<file path="src/verilog/tmr_pkg.sv">
// package: register map, field layout, reset values and carriers of the 8-bit timer
package tmr_pkg;

	// ****************************************************
	// register addresses
	// ****************************************************
	localparam logic [7:0] TMR_ADDR_CTRL2 = 8'h3c;
	localparam logic [7:0] TMR_ADDR_CTRL1 = 8'h3d;
	localparam logic [7:0] TMR_ADDR_STAT = 8'h3e;
	localparam logic [7:0] TMR_ADDR_CAP1 = 8'h3f;
	localparam logic [7:0] TMR_ADDR_CMP1 = 8'h40;
	localparam logic [7:0] TMR_ADDR_CNT = 8'h41;
	localparam logic [7:0] TMR_ADDR_ACNT = 8'h42;
	localparam logic [7:0] TMR_ADDR_CAP2 = 8'h43;
	localparam logic [7:0] TMR_ADDR_CMP2 = 8'h44;

	// ****************************************************
	// reset values and counts
	// ****************************************************
	localparam logic [7:0] TMR_CNT_RESET = 8'hfc;
	localparam logic [7:0] TMR_CNT_MAX = 8'hff;
	localparam logic [7:0] TMR_REG_RESET = 8'h00;
	localparam logic [12:0] TMR_DIV_CPU4 = 13'h0004;
	localparam logic [12:0] TMR_DIV_CPU2 = 13'h0002;
	localparam logic [12:0] TMR_DIV_CPU8 = 13'h0008;
	localparam int unsigned TMR_OSC_DIV = 8000;

	// prescale_select encodings
	localparam logic [1:0] TMR_SEL_CPU4 = 2'h0;
	localparam logic [1:0] TMR_SEL_CPU2 = 2'h1;
	localparam logic [1:0] TMR_SEL_CPU8 = 2'h2;
	localparam logic [1:0] TMR_SEL_OSC = 2'h3;

	// status bit positions
	localparam int TMR_ST_CAPF1 = 7;
	localparam int TMR_ST_CMPF1 = 6;
	localparam int TMR_ST_OVF = 5;
	localparam int TMR_ST_CAPF2 = 4;
	localparam int TMR_ST_CMPF2 = 3;
	localparam int TMR_ST_DIS = 2;

	// ****************************************************
	// carriers
	// ****************************************************
	typedef struct packed {
		logic captureIrqEnable;
		logic compareIrqEnable;
		logic overflowIrqEnable;
		logic forceLevelTwo;
		logic forceLevelOne;
		logic outputLevelTwo;
		logic captureEdgeOne;
		logic outputLevelOne;
	} tmr_ctrl1_s;

	typedef struct packed {
		logic comparePinOneEnable;
		logic comparePinTwoEnable;
		logic singlePulseSelect;
		logic pwmSelect;
		logic [1:0] prescaleSelect;
		logic captureEdgeTwo;
		logic reserved0;
	} tmr_ctrl2_s;

	typedef struct packed {
		logic [7:0] addr;
		logic [7:0] wdata;
		logic wr;
		logic rd;
	} tmr_req_s;

	typedef struct packed {
		logic levelOne;
		logic enableOne;
		logic levelTwo;
		logic enableTwo;
	} tmr_pins_s;

endpackage

</file>
<file path="src/verilog/tmr_edge_detect.sv">
// capture pin synchroniser with selectable active edge
module tmr_edge_detect (
	input wire logic clk_sys, // system clock
	input wire logic srst, // synchronous reset, active high
	input wire logic pinIn, // asynchronous capture pin
	input wire logic riseSel, // 1 rising edge, 0 falling edge
	output logic edgeEvt // one-cycle pulse on the active edge
);

	logic syncA_r, syncA_nxt;
	logic syncB_r, syncB_nxt;
	logic prev_r, prev_nxt;

	// ****************************************************
	// synchroniser and edge history
	// ****************************************************
	// only the second stage and the history flop feed the edge logic
	always_comb begin
		syncA_nxt = pinIn;
		syncB_nxt = syncA_r;
		prev_nxt = syncB_r;
	end

	always_ff @(posedge clk_sys) begin
		if (srst) begin
			syncA_r <= 1'b0;
			syncB_r <= 1'b0;
			prev_r <= 1'b0;
		end else begin
			syncA_r <= syncA_nxt;
			syncB_r <= syncB_nxt;
			prev_r <= prev_nxt;
		end
	end

	// edge pick
	assign edgeEvt = riseSel ? (syncB_r & ~prev_r) : (~syncB_r & prev_r);

endmodule

</file>
<file path="src/verilog/tmr_timer8.sv">
// 8-bit timer with two input captures, two output compares, one-pulse and pwm modes
//
// Local design decisions: the plain strobed port and the register addresses.
module tmr_timer8 #(
	parameter logic [12:0] OSC_DIV = 13'(tmr_pkg::TMR_OSC_DIV) // oscillator divider
) (
	input wire logic clk_sys, // system clock, 40 MHz
	input wire logic srst, // synchronous reset, active high
	input wire tmr_pkg::tmr_req_s busReq, // register request
	output logic [7:0] busRdata, // read data, one cycle after read strobe
	input wire logic captureInPinOne, // capture input pin one
	input wire logic captureInPinTwo, // capture input pin two
	output tmr_pkg::tmr_pins_s comparePins, // compare pin levels and enables
	output logic timerIrq // timer interrupt request, level
);
	import tmr_pkg::*;

	tmr_ctrl1_s ctrl1_r, ctrl1_nxt;
	tmr_ctrl2_s ctrl2_r, ctrl2_nxt;
	logic [7:0] cnt_r, cnt_nxt;
	logic [12:0] pre_r, pre_nxt;
	logic [7:0] cmp1_r, cmp1_nxt;
	logic [7:0] cmp2_r, cmp2_nxt;
	logic [7:0] cap1_r, cap1_nxt;
	logic [7:0] cap2_r, cap2_nxt;
	logic capF1_r, capF1_nxt;
	logic cmpF1_r, cmpF1_nxt;
	logic ovF_r, ovF_nxt;
	logic capF2_r, capF2_nxt;
	logic cmpF2_r, cmpF2_nxt;
	logic timerDisable_r, timerDisable_nxt;
	logic [4:0] clrArm_r, clrArm_nxt;
	logic pinLvl1_r, pinLvl1_nxt;
	logic pinLvl2_r, pinLvl2_nxt;
	logic [7:0] rdata_r, rdata_nxt;
	logic [12:0] divSel;
	logic tick;
	logic [7:0] cntInc;
	logic matchOne, matchTwo, wrapEvt, capEvt1, capEvt2, rawCap1;
	logic pwmMode, opmMode, cntWrite, opmStart;
	logic [7:0] statusByte;
	logic wrHit, rdHit;

	// ****************************************************
	// capture inputs
	// ****************************************************
	// pins are asynchronous, so each goes through the synchroniser first
	tmr_edge_detect capOne (
		.clk_sys(clk_sys),
		.srst(srst),
		.pinIn(captureInPinOne),
		.riseSel(ctrl1_r.captureEdgeOne),
		.edgeEvt(rawCap1)
	);

	tmr_edge_detect capTwo (
		.clk_sys(clk_sys),
		.srst(srst),
		.pinIn(captureInPinTwo),
		.riseSel(ctrl2_r.captureEdgeTwo),
		.edgeEvt(capEvt2)
	);

	// ****************************************************
	// prescaler and match decode
	// ****************************************************
	// pwm wins over single pulse when both are set; pin one input is cut off in pwm
	always_comb begin
		pwmMode = ctrl2_r.pwmSelect;
		opmMode = ctrl2_r.singlePulseSelect & ~ctrl2_r.pwmSelect;
		capEvt1 = rawCap1 & ~pwmMode;
		opmStart = capEvt1 & opmMode & ~timerDisable_r;
		wrHit = busReq.wr;
		rdHit = busReq.rd;
		cntWrite = wrHit & (busReq.addr == TMR_ADDR_CNT || busReq.addr == TMR_ADDR_ACNT);
		unique case (ctrl2_r.prescaleSelect)
			TMR_SEL_CPU4: divSel = TMR_DIV_CPU4;
			TMR_SEL_CPU2: divSel = TMR_DIV_CPU2;
			TMR_SEL_CPU8: divSel = TMR_DIV_CPU8;
			TMR_SEL_OSC: divSel = OSC_DIV;
		endcase
		// >= keeps the prescaler safe when the divider shrinks mid-count
		tick = ~timerDisable_r & (pre_r >= 13'(divSel - 13'h0001));
		cntInc = 8'(cnt_r + 8'h01);
		matchOne = tick & (cntInc == cmp1_r);
		matchTwo = tick & (cntInc == cmp2_r);
		wrapEvt = tick & (cnt_r == TMR_CNT_MAX) & ~(pwmMode & matchTwo);
	end

	// ****************************************************
	// counter and prescaler state
	// ****************************************************
	// a write to either counter address restarts count and prescaler
	always_comb begin
		pre_nxt = pre_r;
		cnt_nxt = cnt_r;
		if (cntWrite) begin
			pre_nxt = 13'h0000;
			cnt_nxt = TMR_CNT_RESET;
		end else if (timerDisable_r) begin
			pre_nxt = pre_r;
		end else if (opmStart) begin
			pre_nxt = 13'h0000;
			cnt_nxt = TMR_CNT_RESET;
		end else if (tick) begin
			pre_nxt = 13'h0000;
			if (pwmMode && matchTwo)
				cnt_nxt = TMR_CNT_RESET;
			else
				cnt_nxt = cntInc;
		end else begin
			pre_nxt = 13'(pre_r + 13'h0001);
		end
	end

	always_ff @(posedge clk_sys) begin
		if (srst) begin
			pre_r <= 13'h0000;
			cnt_r <= TMR_CNT_RESET;
		end else begin
			pre_r <= pre_nxt;
			cnt_r <= cnt_nxt;
		end
	end

	// ****************************************************
	// registers, flags and read data
	// ****************************************************
	assign statusByte = {capF1_r, cmpF1_r, ovF_r, capF2_r, cmpF2_r, timerDisable_r, 2'b00};

	// flags armed by a status read are cleared by the matching access; a new event wins
	always_comb begin
		ctrl1_nxt = ctrl1_r;
		ctrl2_nxt = ctrl2_r;
		cmp1_nxt = cmp1_r;
		cmp2_nxt = cmp2_r;
		cap1_nxt = cap1_r;
		cap2_nxt = cap2_r;
		timerDisable_nxt = timerDisable_r;
		clrArm_nxt = clrArm_r;
		rdata_nxt = 8'h00;
		capF1_nxt = capF1_r;
		cmpF1_nxt = cmpF1_r;
		ovF_nxt = ovF_r;
		capF2_nxt = capF2_r;
		cmpF2_nxt = cmpF2_r;
		if (wrHit) begin
			unique case (busReq.addr)
				TMR_ADDR_CTRL1: ctrl1_nxt = busReq.wdata;
				TMR_ADDR_CTRL2: ctrl2_nxt = {busReq.wdata[7:1], 1'b0};
				TMR_ADDR_STAT: timerDisable_nxt = busReq.wdata[TMR_ST_DIS];
				TMR_ADDR_CMP1: cmp1_nxt = busReq.wdata;
				TMR_ADDR_CMP2: cmp2_nxt = busReq.wdata;
				default: ;
			endcase
		end
		if (rdHit) begin
			unique case (busReq.addr)
				TMR_ADDR_CTRL1: rdata_nxt = ctrl1_r;
				TMR_ADDR_CTRL2: rdata_nxt = ctrl2_r;
				TMR_ADDR_STAT: rdata_nxt = statusByte;
				TMR_ADDR_CAP1: rdata_nxt = cap1_r;
				TMR_ADDR_CMP1: rdata_nxt = cmp1_r;
				TMR_ADDR_CNT: rdata_nxt = cnt_r;
				TMR_ADDR_ACNT: rdata_nxt = cnt_r;
				TMR_ADDR_CAP2: rdata_nxt = cap2_r;
				TMR_ADDR_CMP2: rdata_nxt = cmp2_r;
				default: rdata_nxt = 8'h00;
			endcase
		end
		// second step of the clear sequence, any access of the owning register
		if (rdHit || wrHit) begin
			if (busReq.addr == TMR_ADDR_CAP1 && clrArm_r[4]) begin
				capF1_nxt = 1'b0;
				clrArm_nxt[4] = 1'b0;
			end
			if (busReq.addr == TMR_ADDR_CMP1 && clrArm_r[3]) begin
				cmpF1_nxt = 1'b0;
				clrArm_nxt[3] = 1'b0;
			end
			if (busReq.addr == TMR_ADDR_CNT && clrArm_r[2]) begin
				ovF_nxt = 1'b0;
				clrArm_nxt[2] = 1'b0;
			end
			if (busReq.addr == TMR_ADDR_CAP2 && clrArm_r[1]) begin
				capF2_nxt = 1'b0;
				clrArm_nxt[1] = 1'b0;
			end
			if (busReq.addr == TMR_ADDR_CMP2 && clrArm_r[0]) begin
				cmpF2_nxt = 1'b0;
				clrArm_nxt[0] = 1'b0;
			end
		end
		// first step: a status read arms only the flags seen set
		if (rdHit && busReq.addr == TMR_ADDR_STAT)
			clrArm_nxt = {capF1_r, cmpF1_r, ovF_r, capF2_r, cmpF2_r};
		// hardware events, placed last so a set wins over a clear
		if (capEvt1) begin
			cap1_nxt = cnt_r;
			capF1_nxt = 1'b1;
		end
		if (pwmMode && matchTwo)
			capF1_nxt = 1'b1;
		if (capEvt2) begin
			cap2_nxt = cnt_r;
			capF2_nxt = 1'b1;
		end
		// compare flags stay quiet in pwm mode
		if (matchOne && !pwmMode)
			cmpF1_nxt = 1'b1;
		if (matchTwo && !pwmMode)
			cmpF2_nxt = 1'b1;
		if (wrapEvt)
			ovF_nxt = 1'b1;
	end

	always_ff @(posedge clk_sys) begin
		if (srst) begin
			ctrl1_r <= TMR_REG_RESET;
			ctrl2_r <= TMR_REG_RESET;
			cmp1_r <= TMR_REG_RESET;
			cmp2_r <= TMR_REG_RESET;
			cap1_r <= TMR_REG_RESET;
			cap2_r <= TMR_REG_RESET;
			timerDisable_r <= 1'b0;
			clrArm_r <= 5'h00;
			rdata_r <= 8'h00;
			capF1_r <= 1'b0;
			cmpF1_r <= 1'b0;
			ovF_r <= 1'b0;
			capF2_r <= 1'b0;
			cmpF2_r <= 1'b0;
		end else begin
			ctrl1_r <= ctrl1_nxt;
			ctrl2_r <= ctrl2_nxt;
			cmp1_r <= cmp1_nxt;
			cmp2_r <= cmp2_nxt;
			cap1_r <= cap1_nxt;
			cap2_r <= cap2_nxt;
			timerDisable_r <= timerDisable_nxt;
			clrArm_r <= clrArm_nxt;
			rdata_r <= rdata_nxt;
			capF1_r <= capF1_nxt;
			cmpF1_r <= cmpF1_nxt;
			ovF_r <= ovF_nxt;
			capF2_r <= capF2_nxt;
			cmpF2_r <= cmpF2_nxt;
		end
	end

	// ****************************************************
	// compare pin levels
	// ****************************************************
	// forces act on the control write itself, later matches may override
	always_comb begin
		pinLvl1_nxt = pinLvl1_r;
		pinLvl2_nxt = pinLvl2_r;
		if (pwmMode) begin
			if (matchTwo)
				pinLvl1_nxt = ctrl1_r.outputLevelTwo;
			else if (matchOne)
				pinLvl1_nxt = ctrl1_r.outputLevelOne;
		end else if (opmMode) begin
			if (opmStart)
				pinLvl1_nxt = ctrl1_r.outputLevelTwo;
			else if (matchOne)
				pinLvl1_nxt = ctrl1_r.outputLevelOne;
		end else begin
			if (matchOne)
				pinLvl1_nxt = ctrl1_r.outputLevelOne;
			if (matchTwo)
				pinLvl2_nxt = ctrl1_r.outputLevelTwo;
		end
		if (wrHit && busReq.addr == TMR_ADDR_CTRL1) begin
			if (busReq.wdata[3] && ctrl2_r.comparePinOneEnable)
				pinLvl1_nxt = busReq.wdata[0];
			if (busReq.wdata[4] && ctrl2_r.comparePinTwoEnable)
				pinLvl2_nxt = busReq.wdata[2];
		end
	end

	always_ff @(posedge clk_sys) begin
		if (srst) begin
			pinLvl1_r <= 1'b0;
			pinLvl2_r <= 1'b0;
		end else begin
			pinLvl1_r <= pinLvl1_nxt;
			pinLvl2_r <= pinLvl2_nxt;
		end
	end

	// ****************************************************
	// outputs
	// ****************************************************
	// with the enable low the port pin belongs to general i/o, level then reads zero
	assign comparePins.enableOne = ctrl2_r.comparePinOneEnable & ~timerDisable_r;
	assign comparePins.enableTwo = ctrl2_r.comparePinTwoEnable & ~timerDisable_r;
	assign comparePins.levelOne = pinLvl1_r & comparePins.enableOne;
	assign comparePins.levelTwo = pinLvl2_r & comparePins.enableTwo;
	assign busRdata = rdata_r;
	assign timerIrq = (ctrl1_r.overflowIrqEnable & ovF_r)
		| (ctrl1_r.captureIrqEnable & (capF1_r | capF2_r))
		| (ctrl1_r.compareIrqEnable & (cmpF1_r | cmpF2_r));
endmodule

</file>
<file path="config.mk">
export PLATFORM = sky130hd
export DESIGN_NAME = tmr_timer8
export DESIGN_NICKNAME = d
export VERILOG_FILES = /design/src/verilog/tmr_pkg.sv /design/src/verilog/tmr_edge_detect.sv /design/src/verilog/tmr_timer8.sv
export SDC_FILE = /design/constraint.sdc
export NUM_CORES = 1
export LEC_CHECK = 0
export CAP_MARGIN = 5
export CORE_MARGIN = 3
export CORE_UTILIZATION = 55
export DETAILED_ROUTE_END_ITERATION = 10
export DONT_BUFFER_PORTS = 1
export PLACE_DENSITY = 0.7
export RECOVER_POWER = 50
export SYNTH_ARGS = -nofsm -noshare
export SYNTH_HDL_FRONTEND = slang
export SYNTH_HIERARCHICAL = 1
export SYNTH_SLANG_ARGS = --single-unit
</file>
<file path="constraint.sdc">
create_clock -name clk_sys -period 7.85 [get_ports clk_sys]
set_input_delay 0.3925 -clock clk_sys [delete_from_list [all_inputs] [get_ports clk_sys]]
set_output_delay 0.3925 -clock clk_sys [all_outputs]
set_load 0.05 [all_outputs]
</file>
Yosys cells after proc, flatten, opt, wreduce, memory -nomap -nowiden
Cells that the tools add are included.
{"block": "totals", "regBits": 95, "out_inout_bits": 13, "wordCells": 184}
{"block": "op_classes", "add_sub_neg": 3, "n_lt_le_gt_ge": 1, "n_eq_ne": 15, "mux": 39, "bitwise_logic": 34, "n_reduce_logical": 52}
{"operator": "$pmux 8 s8", "count": 1}
{"operator": "$pmux 13 s4", "count": 1}
{"operator": "$eq 8x7->1 const B", "count": 5}
{"operator": "$eq 8x6->1 const B", "count": 4}
{"operator": "$reduce_and 2->1", "count": 16}
{"operator": "$mux 1", "count": 30}
{"operator": "$reduce_bool 2->1", "count": 15}
{"operator": "$mux 13", "count": 2}
{"operator": "$mux 8", "count": 3}
{"operator": "$and 1x1->1", "count": 22}
{"operator": "$eq 8x8->1", "count": 2}
{"operator": "$add 13x1->13 const B", "count": 1}
{"operator": "$ge 13x13->1", "count": 1}
{"operator": "$sub 13x1->13 const B", "count": 1}
{"operator": "$logic_and 1x1->1", "count": 12}
{"operator": "$mux 5", "count": 2}
{"operator": "$add 8x1->8 const B", "count": 1}
{"operator": "$eq 8x8->1 const B", "count": 1}
{"operator": "$not 1->1", "count": 8}
{"operator": "$reduce_bool 3->1", "count": 2}
{"operator": "$reduce_or 2->1", "count": 3}
{"operator": "$eq 2x2->1 const B", "count": 2}
{"operator": "$or 1x1->1", "count": 4}
{"operator": "$eq 2x1->1 const B", "count": 1}
{"operator": "3 further kinds", "count": 4}

Depth between registers and ports, before layout
Gate-level depths: netlist of run 1.
{"block": "depth", "depth_word": 12, "depth_mapped": 11, "mapped_depth_nobuf": 11}

Cells and area by module
The synthesis of run 1 kept the hierarchy.
{"mod": "tmr_timer8", "instances": 1, "cells_per_inst": 541, "area_per_inst_um2": 4780.8, "seq_area_each_um2": 1781.7}
{"mod": "tmr_edge_detect", "instances": 2, "cells_per_inst": 9, "area_per_inst_um2": 101.3, "seq_area_each_um2": 60.1}

Worst setup path after synthesis of run 1
OpenSTA, ideal clock, no wires.
{"block": "synth_timing", "path_type": "flip-flop to flip-flop", "from": "register ctrl2_r[3] (netlist name)", "to": "register pre_r[0]", "setup_time_ns": 0.070, "t_arrival_ns": 2.814, "t_required_ns": 7.780, "setup_slack_ns": 4.967, "stages_incl_launch_ff": 11, "synth_period_minus_slack_ns": 2.883, "path_cell_list": "dfxtp_1 -> or2_2 -> ha_1 -> ha_1 -> and4_1 -> a2111o_1 -> a221o_1 -> o21bai_4 -> nand2_1 -> or3_1 -> a21oi_1"}
{"block": "synth_between", "elab_chain_len": 7}
{"item": "start: declaration", "line": "tmr_timer8.sv:19", "text": "tmr_ctrl2_s ctrl2_r, ctrl2_nxt;"}
{"item": "start signal: assignment", "line": "tmr_timer8.sv:235", "text": "ctrl2_r <= ctrl2_nxt;"}
{"item": "$eq 2x2->1 (tied with other cells)", "line": "tmr_timer8.sv:76", "text": "unique case (ctrl2_r.prescaleSelect)"}
{"item": "$pmux 13 s4 *", "line": "tmr_timer8.sv:76"}
{"item": "$sub 13x1->13 *", "line": "tmr_timer8.sv:83", "text": "tick = ~timerDisable_r & (pre_r >= 13'(divSel - 13'h0001));"}
{"item": "$ge 13x13->1 *", "line": "tmr_timer8.sv:83"}
{"item": "$and 1x1->1 *", "line": "tmr_timer8.sv:83"}
{"item": "$mux 13 *", "line": "tmr_timer8.sv:105", "text": "end else if (tick) begin"}
{"item": "$mux 13 *", "line": "tmr_timer8.sv:102", "text": "end else if (opmStart) begin"}
{"item": "end signal: assignment", "line": "tmr_timer8.sv:121", "text": "pre_r <= pre_nxt;"}
{"item": "end: declaration", "line": "tmr_timer8.sv:21", "text": "logic [12:0] pre_r, pre_nxt;"}
Every way passes the cells marked *; elsewhere a longest branch is shown, timed or not. The select of a mux whose other input is x is not followed.
A chain may end at the register's enable or synchronous reset.

Worst setup path in the final report of run 1
{"block": "layout_timing", "from": "register ctrl2_r[3] (netlist name)", "to": "register cnt_r[4]"}
{"block": "layout_between", "elab_chain_len": 10}
{"item": "$eq 2x2->1 (tied with other cells)", "line": "tmr_timer8.sv:76"}
{"item": "$pmux 13 s4 *", "line": "tmr_timer8.sv:76"}
{"item": "$sub 13x1->13 *", "line": "tmr_timer8.sv:83"}
{"item": "$ge 13x13->1 *", "line": "tmr_timer8.sv:83"}
{"item": "$and 1x1->1 *", "line": "tmr_timer8.sv:83"}
{"item": "$and 1x1->1", "line": "tmr_timer8.sv:86", "text": "matchTwo = tick & (cntInc == cmp2_r);"}
{"item": "$logic_and 1x1->1", "line": "tmr_timer8.sv:107", "text": "if (pwmMode && matchTwo)"}
{"item": "$mux 8", "line": "tmr_timer8.sv:107"}
{"item": "$mux 8", "line": "tmr_timer8.sv:105"}
{"item": "$mux 8", "line": "tmr_timer8.sv:102"}
{"item": "end signal: assignment", "line": "tmr_timer8.sv:122", "text": "cnt_r <= cnt_nxt;"}
{"item": "end: declaration", "line": "tmr_timer8.sv:20", "text": "logic [7:0] cnt_r, cnt_nxt;"}
Marked as above.

==> run summary, run 1 <==
The max-slew violation count is 0, and the post-CTS setup buffer count is 0. Synthesis inferred 95 register bits. The source of the worst hold timing path is srst. The run gives 0.116 mV as the highest ir drop seen on vdd. STA classifies the critical path startpoint as a register.

The tools report the number of rows created at floorplan as 34. The sum of buffers and inverters on the critical path is 0, and the internal cell power is 0.681 mW. The part of the total power dissipated in combinational logic is 0.077, and the total overflow reported by the global router is 0. The most frequently used flop master after synthesis is dfxtp_1. The tools report the sequential share of power as 0.541. Once the clock tree was built, the resizer swapped 0 gates to a different size.

The final design utilization came out at 0.589. Cell with the largest stage delay on the worst path: a2111o_1. Worst hold path endpoint: capOne/syncA_r$_SDFF_PP0_. Final hold analysis gives a worst-case slack of 68.5 ps. Across all layers, the routed design uses 4,064 vias. STA classifies the critical path endpoint as a register. The net switching power is 0.253 mW. TritonCTS built the clock tree. Setup violations remaining at the end of the flow were counted as 0.

The net count of the finished layout is 579. The clock passes through at most 2 buffers. The routed design could run at a clock period as short as 3240 ps.

The relative area change from synthesis to final layout was 3.57%; the cell depth of the worst flop-to-flop path was 9. Once placement completed, the tool counted placed cells totaling 639. The global-route total usage across every layer was 0.254; the CTS buffer count was 9. The final clock period utilization by the worst path is 0.413, and the power per cell area is 181 nW/um2. The distinct cell type count after synthesis is 65. The count of nets left with antenna violations once routing finished came out at 0.

The die is 101 um tall. The run gives 10,200 um2 as the overall die area. Of all nets on the critical path, the largest fanout is 17. At the pin with the least slew margin, the transition time is 1370 ps.

The share of final-layout standard cells stronger than drive strength 1 was 0.0786. After detailed routing, the average wire length per cell comes to 19.1 um. Yosys mapped a number of flops with a built-in enable equal to 0. Classification of the worst-slack hold path: in -> reg.

The starting density of the core was 0.569; the clock tree skew after final layout was 14.5 ps. The number of cells on the worst hold path was 1. The cell family contributing the most delay on the critical path is compound AO/OA/AOI/OAI gates. The number of warnings printed during yosys synthesis came out at 6.

The die width is 101 um, and the largest net degree at the start of global routing is 67. The tools report the final RePlAce weighted congestion as 0.901. The tools report the area of the mapped netlist as 4980 um2.

The setup path with the least slack is of type reg -> reg. The clock transition at the registers of the reported paths works out to 110 ps. The CTS H-tree depth is 3. In this run the critical register-to-register path is launched from ctrl2_r[3]$_SDFFE_PP0P_. Setup repair after global routing left no endpoint under its margin. Cts-stage hold buffer count: 0. For the number of antenna violations at the first check in global routing, the log shows 0. The share of power burned in the clock network came out at 0.382. The clock drives 95 sinks. When the netlist entered floorplanning its net count stood at 596. The total negative slack for setup checks is 0 ps, and the sequential fraction of the synthesis area is 0.382.

The run gives 3510 ps as the data arrival time of the critical path. Global-route wire length before repair: 20,200 um. Clock latency on the worst-skew pair, taken at its later pin, is 380 ps.

The proportion of register bits with asynchronous set or reset after synthesis came out at 0. DRC violation count after routing: 0. The required time at the endpoint of the critical path came out at 8120 ps. The cell that appears most often on the critical path is ha_1.

The fraction of power spent switching nets is 0.271, and the number of hold violations in the final report is 0. Summed over all cells, the static leakage comes to 1.98 nW. In the routed layout, each cell is associated on average with a via count of 6.20. Traced cell by cell, the critical path runs through or2_2, ha_1, ha_1, and4_1, a2111o_1, a221o_1, o21bai_4, nand3b_2, o22a_1. The endpoint identified for the worst register-to-register timing path is cnt_r[4]$_SDFFE_PP1P_. Max-cap violations in this run came to 0.

The estimated wirelength of the detail-placed design was 8920 um. After the first detailed-routing iteration, the DRC count stood at 364. The remaining max-slew budget at the tightest pin is 0.0883, and the number of I/O port buffers is 0. The run finished with clean final reports.

In this run the count of I/O pins placed on the die edge is 35. The total area inside the core boundary comes to 8760 um2. The tools report the top achievable clock speed as 0.308 GHz. In this run the mean area of a mapped cell was 8.92 um2.

Synthesis produced 559 cells. Clock root buffer master: clkbuf_8. In this design, the stage delay of the slowest critical-path cell is 380 ps. The repair_antennas step left the layout with diodes totalling 0.

The first TritonRoute pass finished after 6 iterations. The routed design has 12,500 um of wire. The tools report the setup slack on the worst flop-to-flop path as 4610 ps.

The via count of the first global-routing pass came out at 3,942. The number of non-filler instances in the completed layout is 655.
-- cell families (layout without fill, tap and decap cells) --
kind of cell    Yosys count  in the layout  synth area share
fa+ha+maj                15             15            0.0377
compound gates          102            102             0.143
buf+inv                  43             31            0.0462
xor+xnor                 33             33            0.0595
flops                    95             95             0.382
other cells               1              1          0.000752
mux                      43             43             0.102
simple gates            227            227             0.229
-- flip-flops by register name, indices dropped and copies added, names as in the netlist, 5 cells and up --
register	flops
busRdata	8
cap1_r	8
cap2_r	8
clrArm_r	5
cmp1_r	8
cmp2_r	8
cnt_r	8
ctrl1_r	8
ctrl2_r	6
pre_r	13
-- power by group through the flow --
stage	registers, mW	clock network [mW]	logic [mW]
after floorplan	0.508	0	0.0726
after CTS	0.505	0.360	0.0723
after global routing	0.507	0.380	0.0804
after global placement	0.516	0	0.0697
after detailed placement	0.516	0	0.0719
final	0.505	0.356	0.0720
-- metal layers --
metal / global-route usage / part of all wire / wire (um)
met1: 0.316 / 0.41 / 5130
met2: 0.419 / 0.47 / 5880
met3: 0.0599 / 0.083 / 1040
met4: 0.111 / 0.035 / 431
met5: 0 / 0 / 0
-- worst max-delay path by stage --
stage / from / endpoint / cells after the start
finish: ctrl2_r[3]$_SDFFE_PP0P_ / cnt_r[4]$_SDFFE_PP1P_ / 9
detailed placement: ctrl2_r[3]$_SDFFE_PP0P_ / cnt_r[4]$_SDFFE_PP1P_ / 9
global route: ctrl2_r[3]$_SDFFE_PP0P_ / cnt_r[4]$_SDFFE_PP1P_ / 9
CTS: ctrl2_r[3]$_SDFFE_PP0P_ / cnt_r[4]$_SDFFE_PP1P_ / 9
floorplan: ctrl2_r[3]$_SDFFE_PP0P_ / pre_r[0]$_SDFFE_PP0N_ / 10
global placement: ctrl2_r[3]$_SDFFE_PP0P_ / cnt_r[4]$_SDFFE_PP1P_ / 9
-- placed cells by master (no fill, tap or decap), types with 7 or more instances in the layout --
cell,synthesis,routed
o21ai_0,12,12
clkbuf_8,3,9
nand3_1,33,33
inv_1,11,11
nand2_1,58,58
xor2_1,13,13
xnor2_1,19,19
nor2_1,69,69
o21ai_1,11,11
a21oi_1,37,37
nor2b_1,14,14
a221oi_1,7,7
mux2i_1,35,35
nand4_1,7,7
dfxtp_1,95,95
a222oi_1,7,7
ha_1,15,15
-- final cells by class --
type	count	area (um2)
clock inverters	7	100
clock buffers	9	124
well taps	108	135
fillers	811	3600
repair buffers	4	18.8
multi-input cells	421	2840
inverters	11	41.3
flip-flops and latches	95	1900
-- synth_stat cells (all sizes together) (2+ instances only) --
cell    instances  area (um2)
a21oi          37         185
inv            11        41.3
o21ai          23         115
mux2i          35         350
a31oi           2        27.5
nand2          58         218
a221oi          7        61.3
or2             4        25.0
mux2            2        22.5
nor2           69         259
buf            10        72.6
o211ai          2        28.8
a21o            2        15.0
mux4            6         135
xnor2          20         183
o22ai           3        31.3
a222oi          7        70.1
nand2b          5        31.3
o31ai           5        42.5
nand3          34         183
dfxtp          95        1900
nor4            2        27.5
and4            2        17.5
and2            6        37.5
and3            4        25.0
nand3b          3        26.3
or4             2        18.8
nand4           9        86.3
nor3b           2        15.0
ha             15         188
nor3            6        35.0
nand4b          3        26.3
xor2           13         114
or3             4        25.0
a41oi           3        26.3
nor2b          14        87.6
clkbuf         22         116
-- worst reg2reg max path, delay by kind of cell, from the launching register on --
kind / cells / cell delay, ps
fa+ha+maj: 2 / 580
compound gates: 4 / 1340
flops: 1 / 360
simple gates: 3 / 840
-- per-stage QoR --
stage	total power [mW]	setup slack (ps)	instance area (um2)
detailed placement	0.588	4630	4960
CTS	0.937	4610	5180
global route	0.967	4410	5160
finish	0.934	4610	5160
floorplan	0.581	4970	4980
global placement	0.586	4700	4960
No activity file was read; power rests on OpenSTA's default activity.
==> run 2: changes to the inputs <==
--- a/config.mk
+++ b/config.mk
@@ -10,7 +10,7 @@
 export CORE_UTILIZATION = 55
 export DETAILED_ROUTE_END_ITERATION = 10
 export DONT_BUFFER_PORTS = 1
-export PLACE_DENSITY = 0.7
+export PLACE_DENSITY = 0.73
 export RECOVER_POWER = 50
 export SYNTH_ARGS = -nofsm -noshare
 export SYNTH_HDL_FRONTEND = slang
==> constraint.sdc (replaced) <==
create_clock -name clk_sys -period 2.7 [get_ports clk_sys]
set_input_delay 0.135 -clock clk_sys [delete_from_list [all_inputs] [get_ports clk_sys]]
set_output_delay 0.135 -clock clk_sys [all_outputs]
set_load 0.05 [all_outputs]
==> run 2 against run 1 <==
  * The run now ends with negative setup slack left
  * Clock power rose to 2.9 times the previous value
  * Cell count up 6.3%
  * Power rose to 3.1 times the previous value
  * Routed wire length increased by 10%
  * Largest power group unchanged
==> run summary, run 2 (synthesized netlist as in run 1, its figures left out) <==
Number of flip-flops in the largest register: 13 (unchanged). The violation count after the first detailed-routing iteration is 478 (was 364). The DRC violation count after routing was 0 (unchanged); the fraction of met1 tracks used by global routing was 0.341 (was 0.316). The iteration count of the initial detailed-routing pass is 7 (was 6). The tools report the post-route cell area as 5690 um2 (was 5160 um2).

The cell depth of the worst flop-to-flop path works out to 11 (was 9). The checks that failed: negative setup slack. The most congested layer reported by global routing was met2 (unchanged). For the total leakage power, the log shows 2.19 nW (was 1.98 nW). The startpoint of the worst setup timing path was ctrl2_r[2]$_SDFFE_PP0P_ (was ctrl2_r[3]$_SDFFE_PP0P_).

Die width: 101 um (unchanged). The post-route minimum period came out at 2840 ps (was 3240 ps). Number of non-filler instances in the completed layout: 696 (was 655). End of the worst register-to-register path: pinLvl1_r$_SDFF_PP0_ (was cnt_r[4]$_SDFFE_PP1P_). Max-slew violation count: 0 (unchanged).

The clock transition at the registers of the reported paths came out at 90 ps (was 110 ps). For the largest net degree at the start of global routing, the log shows 64 (was 67). The number of cells on the worst hold path is 2 (was 1), and the CTS H-tree depth is 3 (unchanged). The die extent in y was 101 um (unchanged); the count of endpoints failing setup in the final report was 23 (was 0).

The tools report the endpoint of the worst setup timing path as pinLvl1_r$_SDFF_PP0_ (was cnt_r[4]$_SDFFE_PP1P_). Final clock period utilization by the worst path: 1.05 (was 0.413). Number of fill cells in the layout: 737 (was 811). The remaining antenna violation count is 0 (unchanged). The largest register by flop count was pre_r (unchanged).

The relative area change from synthesis to final layout works out to 14.3% (was 3.57%). The tools report the source of the worst hold timing path as srst (unchanged). The highest net fanout along the worst path was 5 (was 17).

The run gives 5150 um2 (was 4960 um2) as the total placed instance area. The number of buffers between clock root and the deepest sink was 2 (unchanged). The startpoint of the worst register-to-register path was ctrl2_r[2]$_SDFFE_PP0P_ (was ctrl2_r[3]$_SDFFE_PP0P_).

The count of antenna diodes in the layout came out at 0 (unchanged). The actual slew at the worst max-slew pin was 782 ps (was 1370 ps). The run gives 4,405 (was 4,064) as the total vias in the final route. The total routed wirelength came out at 13,700 um (was 12,500 um).

The clock latency at the later pin of the worst-skew pair was 370 ps (was 380 ps); the total overflow reported by the global router was 0 (unchanged). Clock tree skew after final layout: 7.42 ps (was 14.5 ps). The highest ir drop seen on vdd was 0.329 mV (was 0.116 mV). For the overall power consumption, the log shows 2.89 mW (was 0.934 mW). Pre-CTS setup slack: -147 ps (was 4630 ps). The detail-routed via count per cell works out to 6.33 (was 6.20). The final design utilization was 0.650 (was 0.589). The top achievable clock speed is 0.353 GHz (was 0.308 GHz), and the routed wire length per instance is 19.7 um (was 19.1 um).

The data arrival time of the critical path was 3100 ps (was 3510 ps). Starting density of the core: 0.569 (unchanged). The power per cell area was 507 nW/um2 (was 181 nW/um2).

The top-level port count was 35 (unchanged). TritonCTS built the clock tree. The global-route total usage across every layer came out at 0.272 (was 0.254).

The total negative slack for setup checks came out at -1820 ps (was 0 ps). The required time at the endpoint of the critical path was 2960 ps (was 8120 ps). The critical path endpoint category was a register (unchanged). The classification of the worst-slack hold path was in -> reg (unchanged).

The CTS buffer count was 9 (unchanged). Setup repair after global routing could not meet its margin everywhere. The flow ran to the end, but the final reports show violations.

Highest-count cells in the layout ignoring fill and taps: dfxtp_1 (93), nor2_1 (62), nand2_1 (56), a21oi_1 (35), mux2i_1 (35) (was dfxtp_1 (95), nor2_1 (69), nand2_1 (58), a21oi_1 (37), mux2i_1 (35)). The placeable core region was 8760 um2 (unchanged); the global-route wire length before repair was 21,600 um (was 20,200 um). The number of nets in the finished design was 621 (was 579).

The worst hold margin is 21.0 ps (was 68.5 ps), and the minimum setup slack in the final design is -136 ps (was 4610 ps). The leading cell type in the layout, fill and taps excluded was dfxtp_1 (unchanged). Number of I/O port buffers: 0 (unchanged). The tools report the max-cap violation count as 0 (unchanged). The estimated wirelength of the detail-placed design came out at 9150 um (was 8920 um). The via count of the first global-routing pass came out at 4,203 (was 3,942). Critical path startpoint category: a register (unchanged).

The number of rows created at floorplan came out at 34 (unchanged). The remaining max-slew budget at the tightest pin is 0.478 (was 0.0883), and the total placed cells including tap cells is 660 (was 639). The run gives 95 (unchanged) as the number of clock sinks.

The setup slack on the worst flop-to-flop path was -140 ps (was 4610 ps); the overall die area was 10,200 um2 (unchanged). The global-route track usage on met2 is 0.441 (was 0.419), and the number of hold violations in the final report is 0 (unchanged). The tools report the number of antenna violations at the first check in global routing as 0 (unchanged). The classification of the worst setup path was reg -> reg (unchanged).

The met3 track demand over resource was 0.0771 (was 0.0599). The clock root buffer master is clkbuf_8 (unchanged). Final RePlAce weighted congestion: 0.956 (was 0.901).

The share of final-layout standard cells stronger than drive strength 1 works out to 0.153 (was 0.0786).
==> run 2: cell count changes in the layout (fill, tap and decap cells not counted), moves of 3 or more <==
cell           previous run  this run
buf_4                     1        19
dlygate4sd3_1             0        16
nor2_1                   69        62
nor2_4                    0         5
buf_6                     0         4
o21ai_0                  12         9
==> run 2: layout make-up <==
type	instances	area, um2	area share
Clock buffer	9	124	0.0218
Clock inverter	6	95.1	0.0167
Inverter	11	41.3	0.00725
Multi-Input combinational cell	422	2990	0.525
Sequential cell	95	1900	0.334
Tap cell	108	135	0.0237
Timing Repair Buffer	45	405	0.0712
==> run 2: timing repair <==
item                                    CTS  global route
buffers inserted                          0             2
hold buffers                             17             0
gates resized for setup                   4            31
gates cloned                              0             2
pin swaps                                 3            21
endpoints found under the setup margin   23            26
hold endpoints to repair                 64             0
==> run 2: worst min path at each step <==
stage                                 end
2_1_floorplan  capOne/prev_nxt$_SDFF_PP0_
3_3_place_gp       cmp2_r[1]$_SDFFE_PP0P_
3_5_place_dp       cmp2_r[5]$_SDFFE_PP0P_
4_1_cts            pre_r[10]$_SDFFE_PP0N_
5_1_grt                ovF_r$_SDFFE_PP0P_
6_report               ovF_r$_SDFFE_PP0P_
==> run 2: power breakdown <==
part | internal, mW | switching [mW] | leakage [nW] | total [mW]
logic | 0.177 | 0.200 | 1.32 | 0.377
registers | 1.43 | 0.0334 | 0.769 | 1.46
clock network | 0.524 | 0.525 | 0.103 | 1.05
total | 2.13 | 0.758 | 2.19 | 2.89
==> run 2: critical path, stage by stage, from the launching register on <==
cell and delay [ps]:
dfxtp_2 340, or2_4 250, ha_4 270, ha_4 190, and4_4 170, a2111o_1 380, a221o_1 360, o21bai_4 200
buf_6 170, o31ai_2 80, a41oi_1 230, o21ai_1 80
==> run 2: routing by layer <==
layer / wire (um) / up-vias
met1: 5450 / 2066
met5: 0 / -
met2: 6350 / 234
li1: - / 2031
met3: 1160 / 74
met4: 760 / 0
==> run 3: changes to the inputs <==
--- a/config.mk
+++ b/config.mk
@@ -5,12 +5,13 @@
 export SDC_FILE = /design/constraint.sdc
 export NUM_CORES = 1
 export LEC_CHECK = 0
+export BUFFER_PORTS_ARGS = -buffer_cell sky130_fd_sc_hd__buf_4
 export CAP_MARGIN = 5
 export CORE_MARGIN = 3
 export CORE_UTILIZATION = 55
+export CTS_BUF_LIST = sky130_fd_sc_hd__clkbuf_16
 export DETAILED_ROUTE_END_ITERATION = 10
-export DONT_BUFFER_PORTS = 1
-export PLACE_DENSITY = 0.73
+export PLACE_DENSITY = 0.77
 export RECOVER_POWER = 50
 export SYNTH_ARGS = -nofsm -noshare
 export SYNTH_HDL_FRONTEND = slang
==> run 3 against run 2 <==
  * The flow still finishes with violations (negative setup slack)
  * Design area is 2.4% higher
  * Routed wire length down 1.5%
  * Die area unchanged
  * Combinational power grew 6.1%
  * Sequential cell count unchanged
  * Clock skew rose by 0.90 ps
  * Power is 7.4% higher
  * Register-to-register slack worse by 20 ps
  * Setup slack got worse by 24 ps
  * Non-clock buffer count is 19 higher
  * Critical endpoint is now pre_r[0]$_SDFFE_PP0N_
  * Highest routed layer unchanged
==> run summary, run 3 (synthesized netlist as in run 1, its figures left out) <==
Setup repair after global routing could not meet its margin everywhere. The violation count after the first detailed-routing iteration came out at 521 (was 478). The via count of the first global-routing pass is 4,248 (was 4,203). The total vias in the final route was 4,487 (was 4,405); the clock latency at the later pin of the worst-skew pair was 350 ps (was 370 ps). The number of nets in the finished design is 640 (was 621), and the number of non-filler instances in the completed layout is 716 (was 696). The die extent in y is 101 um (unchanged), and the number of hold violations in the final report is 0 (unchanged). The remaining max-slew budget at the tightest pin came out at 0.211 (was 0.478). The run gives -152 ps (was -147 ps) as the pre-CTS setup slack.

The net switching power came out at 0.844 mW (was 0.758 mW). Highest-count cells in the layout ignoring fill and taps: dfxtp_1 (93), nor2_1 (58), nand2_1 (55), buf_4 (40) (was dfxtp_1 (93), nor2_1 (62), nand2_1 (56), a21oi_1 (35), mux2i_1 (35)). The setup slack on the worst flop-to-flop path was -160 ps (was -140 ps); the clock transition at the registers of the reported paths was 70 ps (was 90 ps). The run gives 0 (unchanged) as the total overflow reported by the global router. The cell count along the critical path was 10 (was 11). The classification of the worst setup path was reg -> reg (unchanged). Classification of the worst-slack hold path: in -> reg (unchanged). The share of final-layout standard cells stronger than drive strength 1 works out to 0.194 (was 0.153). The leading cell type in the layout, fill and taps excluded was dfxtp_1 (unchanged). Power per cell area: 531 nW/um2 (was 507 nW/um2). The detail-routed via count per cell was 6.27 (was 6.33).

TritonCTS built the clock tree. The tools report the share of power burned in the clock network as 0.400 (was 0.363). Dominant cell type by count on the critical path: ha_4 (unchanged). For the iteration count of the initial detailed-routing pass, the log shows 5 (was 7).

The fraction of power spent switching nets is 0.273 (was 0.263), and the part of the total power dissipated in combinational logic is 0.129 (was 0.131). The run gives 0.318 mV (was 0.329 mV) as the highest ir drop seen on vdd. The area of combinational cells with multiple inputs was 3010 um2 (was 2990 um2). The total leakage power came out at 2.30 nW (was 2.19 nW). The largest register by flop count was pre_r (unchanged). The data arrival time of the critical path is 3140 ps (was 3100 ps). For the global-route total usage across every layer, the log shows 0.267 (was 0.272). Clock root buffer master: clkbuf_16 (was clkbuf_8).

The DRC violation count after routing is 0 (unchanged). For the internal cell power, the log shows 2.25 mW (was 2.13 mW). The tools report the CTS buffer count as 9 (unchanged).

Violations in the final reports: negative setup slack (unchanged). The routed wire length per instance was 18.9 um (was 19.7 um); the total area of sequential cells was 1900 um2 (unchanged). The run gives 23 (unchanged) as the count of endpoints failing setup in the final report.

The sequential share of power came out at 0.471 (was 0.506). The number of I/O port buffers works out to 34 (was 0). The logs give 13,500 um (was 13,700 um) for the total routed wirelength and 8760 um2 (unchanged) for the placeable core region. The logs give 5390 um2 (was 5150 um2) for the total placed instance area and 67 (was 64) for the largest net degree at the start of global routing. The run gives 10,200 um2 (unchanged) as the overall die area.

The tools report the starting density of the core as 0.569 (unchanged). The run finished, with violations left. The logs give 3 (unchanged) for the CTS H-tree depth and 9410 um (was 9150 um) for the estimated wirelength of the detail-placed design. For the remaining antenna violation count, the log shows 0 (unchanged). The number of flip-flops in the largest register was 13 (unchanged).

The end of the worst register-to-register path is pre_r[0]$_SDFFE_PP0N_ (was pinLvl1_r$_SDFF_PP0_). The number of fill cells in the layout was 685 (was 737); the actual slew at the worst max-slew pin was 1170 ps (was 782 ps). The final RePlAce weighted congestion was 0.905 (was 0.956); the clock tree skew after final layout was 8.32 ps (was 7.42 ps).

Startpoint of the worst register-to-register path: ctrl2_r[2]$_SDFFE_PP0P_ (unchanged). The delay contributed by the slowest stage of the critical path works out to 360 ps (was 380 ps). The final design utilization is 0.666 (was 0.650), and the final clock period utilization by the worst path is 1.06 (was 1.05).

For the top achievable clock speed, the log shows 0.350 GHz (was 0.353 GHz). Source of the worst hold timing path: captureInPinOne (was srst). The critical path endpoint category is a register (unchanged). The count of antenna diodes in the layout is 0 (unchanged).

The relative area change from synthesis to final layout was 17.0% (was 14.3%). For the post-route cell area, the log shows 5830 um2 (was 5690 um2). The number of buffers between clock root and the deepest sink was 2 (unchanged). The tools report the worst hold path endpoint as capOne/syncA_r$_SDFF_PP0_ (was ovF_r$_SDFFE_PP0P_). Sum of buffers and inverters on the critical path: 0 (was 1). The run gives 21,300 um (was 21,600 um) as the global-route wire length before repair. The cell depth of the worst flop-to-flop path was 10 (was 11). For the number of rows created at floorplan, the log shows 34 (unchanged). The highest net fanout along the worst path was 6 (was 5). CP cell instances: or2_4, ha_4, ha_4, and4_1, a2111o_1, a221o_1, o21bai_4, nand2_2, or3_1, a21oi_1 (was or2_4, ha_4, ha_4, and4_4, a2111o_1, a221o_1, o21bai_4, buf_6, o31ai_2, a41oi_1, o21ai_1). The critical path startpoint category is a register (unchanged). The largest delay contributor family on the critical path is compound AO/OA/AOI/OAI gates (unchanged). For the number of clock sinks, the log shows 95 (unchanged). The run gives 35 (unchanged) as the top-level port count.

For the max-cap violation count, the log shows 0 (unchanged). The die width was 101 um (unchanged); the post-route minimum period was 2860 ps (was 2840 ps). The logs give 693 (was 660) for the total placed cells including tap cells and -160 ps (was -136 ps) for the minimum setup slack in the final design. The number of antenna violations at the first check in global routing is 0 (unchanged). The number of cells on the worst hold path came out at 2 (unchanged). For the max-slew violation count, the log shows 0 (unchanged). The run gives 2980 ps (was 2960 ps) as the required time at the endpoint of the critical path. The cell with the largest stage delay on the worst path is a2111o_1 (unchanged).
==> run 3: area by class of cell <==
| type | instances | share of cell area |
|---|---|---|
| Clock inverter | 7 | 0.0105 |
| Timing Repair Buffer | 64 | 0.0789 |
| Tap cell | 108 | 0.0232 |
| Sequential cell | 95 | 0.326 |
| Inverter | 11 | 0.00708 |
| Clock buffer | 9 | 0.0386 |
| Multi-Input combinational cell | 422 | 0.515 |
==> run 3: power groups by stage <==
stage / Combinational, mW / Clock [mW] / Sequential, mW
6_report: 0.400 / 1.24 / 1.46
5_1_grt: 0.430 / 1.32 / 1.46
4_1_cts: 0.331 / 1.26 / 1.46
3_5_place_dp: 0.315 / 0 / 1.49
3_3_place_gp: 0.303 / 0 / 1.49
2_1_floorplan: 0.212 / 0 / 1.48
==> run 3: worst max path at each step <==
stage / endpoint / startpoint / slack (ps)
floorplan: pre_r[0]$_SDFFE_PP0N_ / ctrl2_r[3]$_SDFFE_PP0P_ / -40
global placement: pinLvl2_r$_SDFF_PP0_ / ctrl2_r[3]$_SDFFE_PP0P_ / -50
detailed placement: pinLvl2_r$_SDFF_PP0_ / ctrl2_r[3]$_SDFFE_PP0P_ / -150
CTS: cnt_r[2]$_SDFFE_PP1P_ / ctrl2_r[3]$_SDFFE_PP0P_ / -130
global route: pre_r[0]$_SDFFE_PP0N_ / ctrl2_r[2]$_SDFFE_PP0P_ / -260
finish: pre_r[0]$_SDFFE_PP0N_ / ctrl2_r[2]$_SDFFE_PP0P_ / -160
==> run 3: worst register-to-register path, cell delays in order (launching register included) <==
cell,delay [ps]
dfxtp_2,320
or2_4,250
ha_4,270
ha_4,190
and4_1,200
a2111o_1,360
a221o_1,360
o21bai_4,260
nand2_2,80
or3_1,360
a21oi_1,140
==> run 3: metal layers <==
| layer | global-route usage | vias up | wire length (um) |
|---|---|---|---|
| met5 | 0 | - | 0 |
| met4 | 0.157 | 0 | 663 |
| met3 | 0.0358 | 54 | 935 |
| met2 | 0.423 | 202 | 6480 |
| met1 | 0.348 | 2156 | 5440 |
| li1 | - | 2075 | - |
==> run 3: stage by stage <==
step                      hold WS, ps  power, mW  TNS (ps)
final                            4.19       3.10     -2420
after global routing             25.6       3.21     -4440
after CTS                        3.40       3.05     -1310
after detailed placement          357       1.81     -1240
after global placement            353       1.79     -93.7
after floorplan                   207       1.69     -42.1
==> run 3: what timing repair did <==
action | in CTS | in global routing
setup buffers | 1 | 4
pin swaps | 11 | 20
cloned | 0 | 2
gates resized for setup | 9 | 36
hold buffers | 1 | 0
endpoints found under the setup margin | 25 | 27
endpoints found under the hold margin | 1 | 0
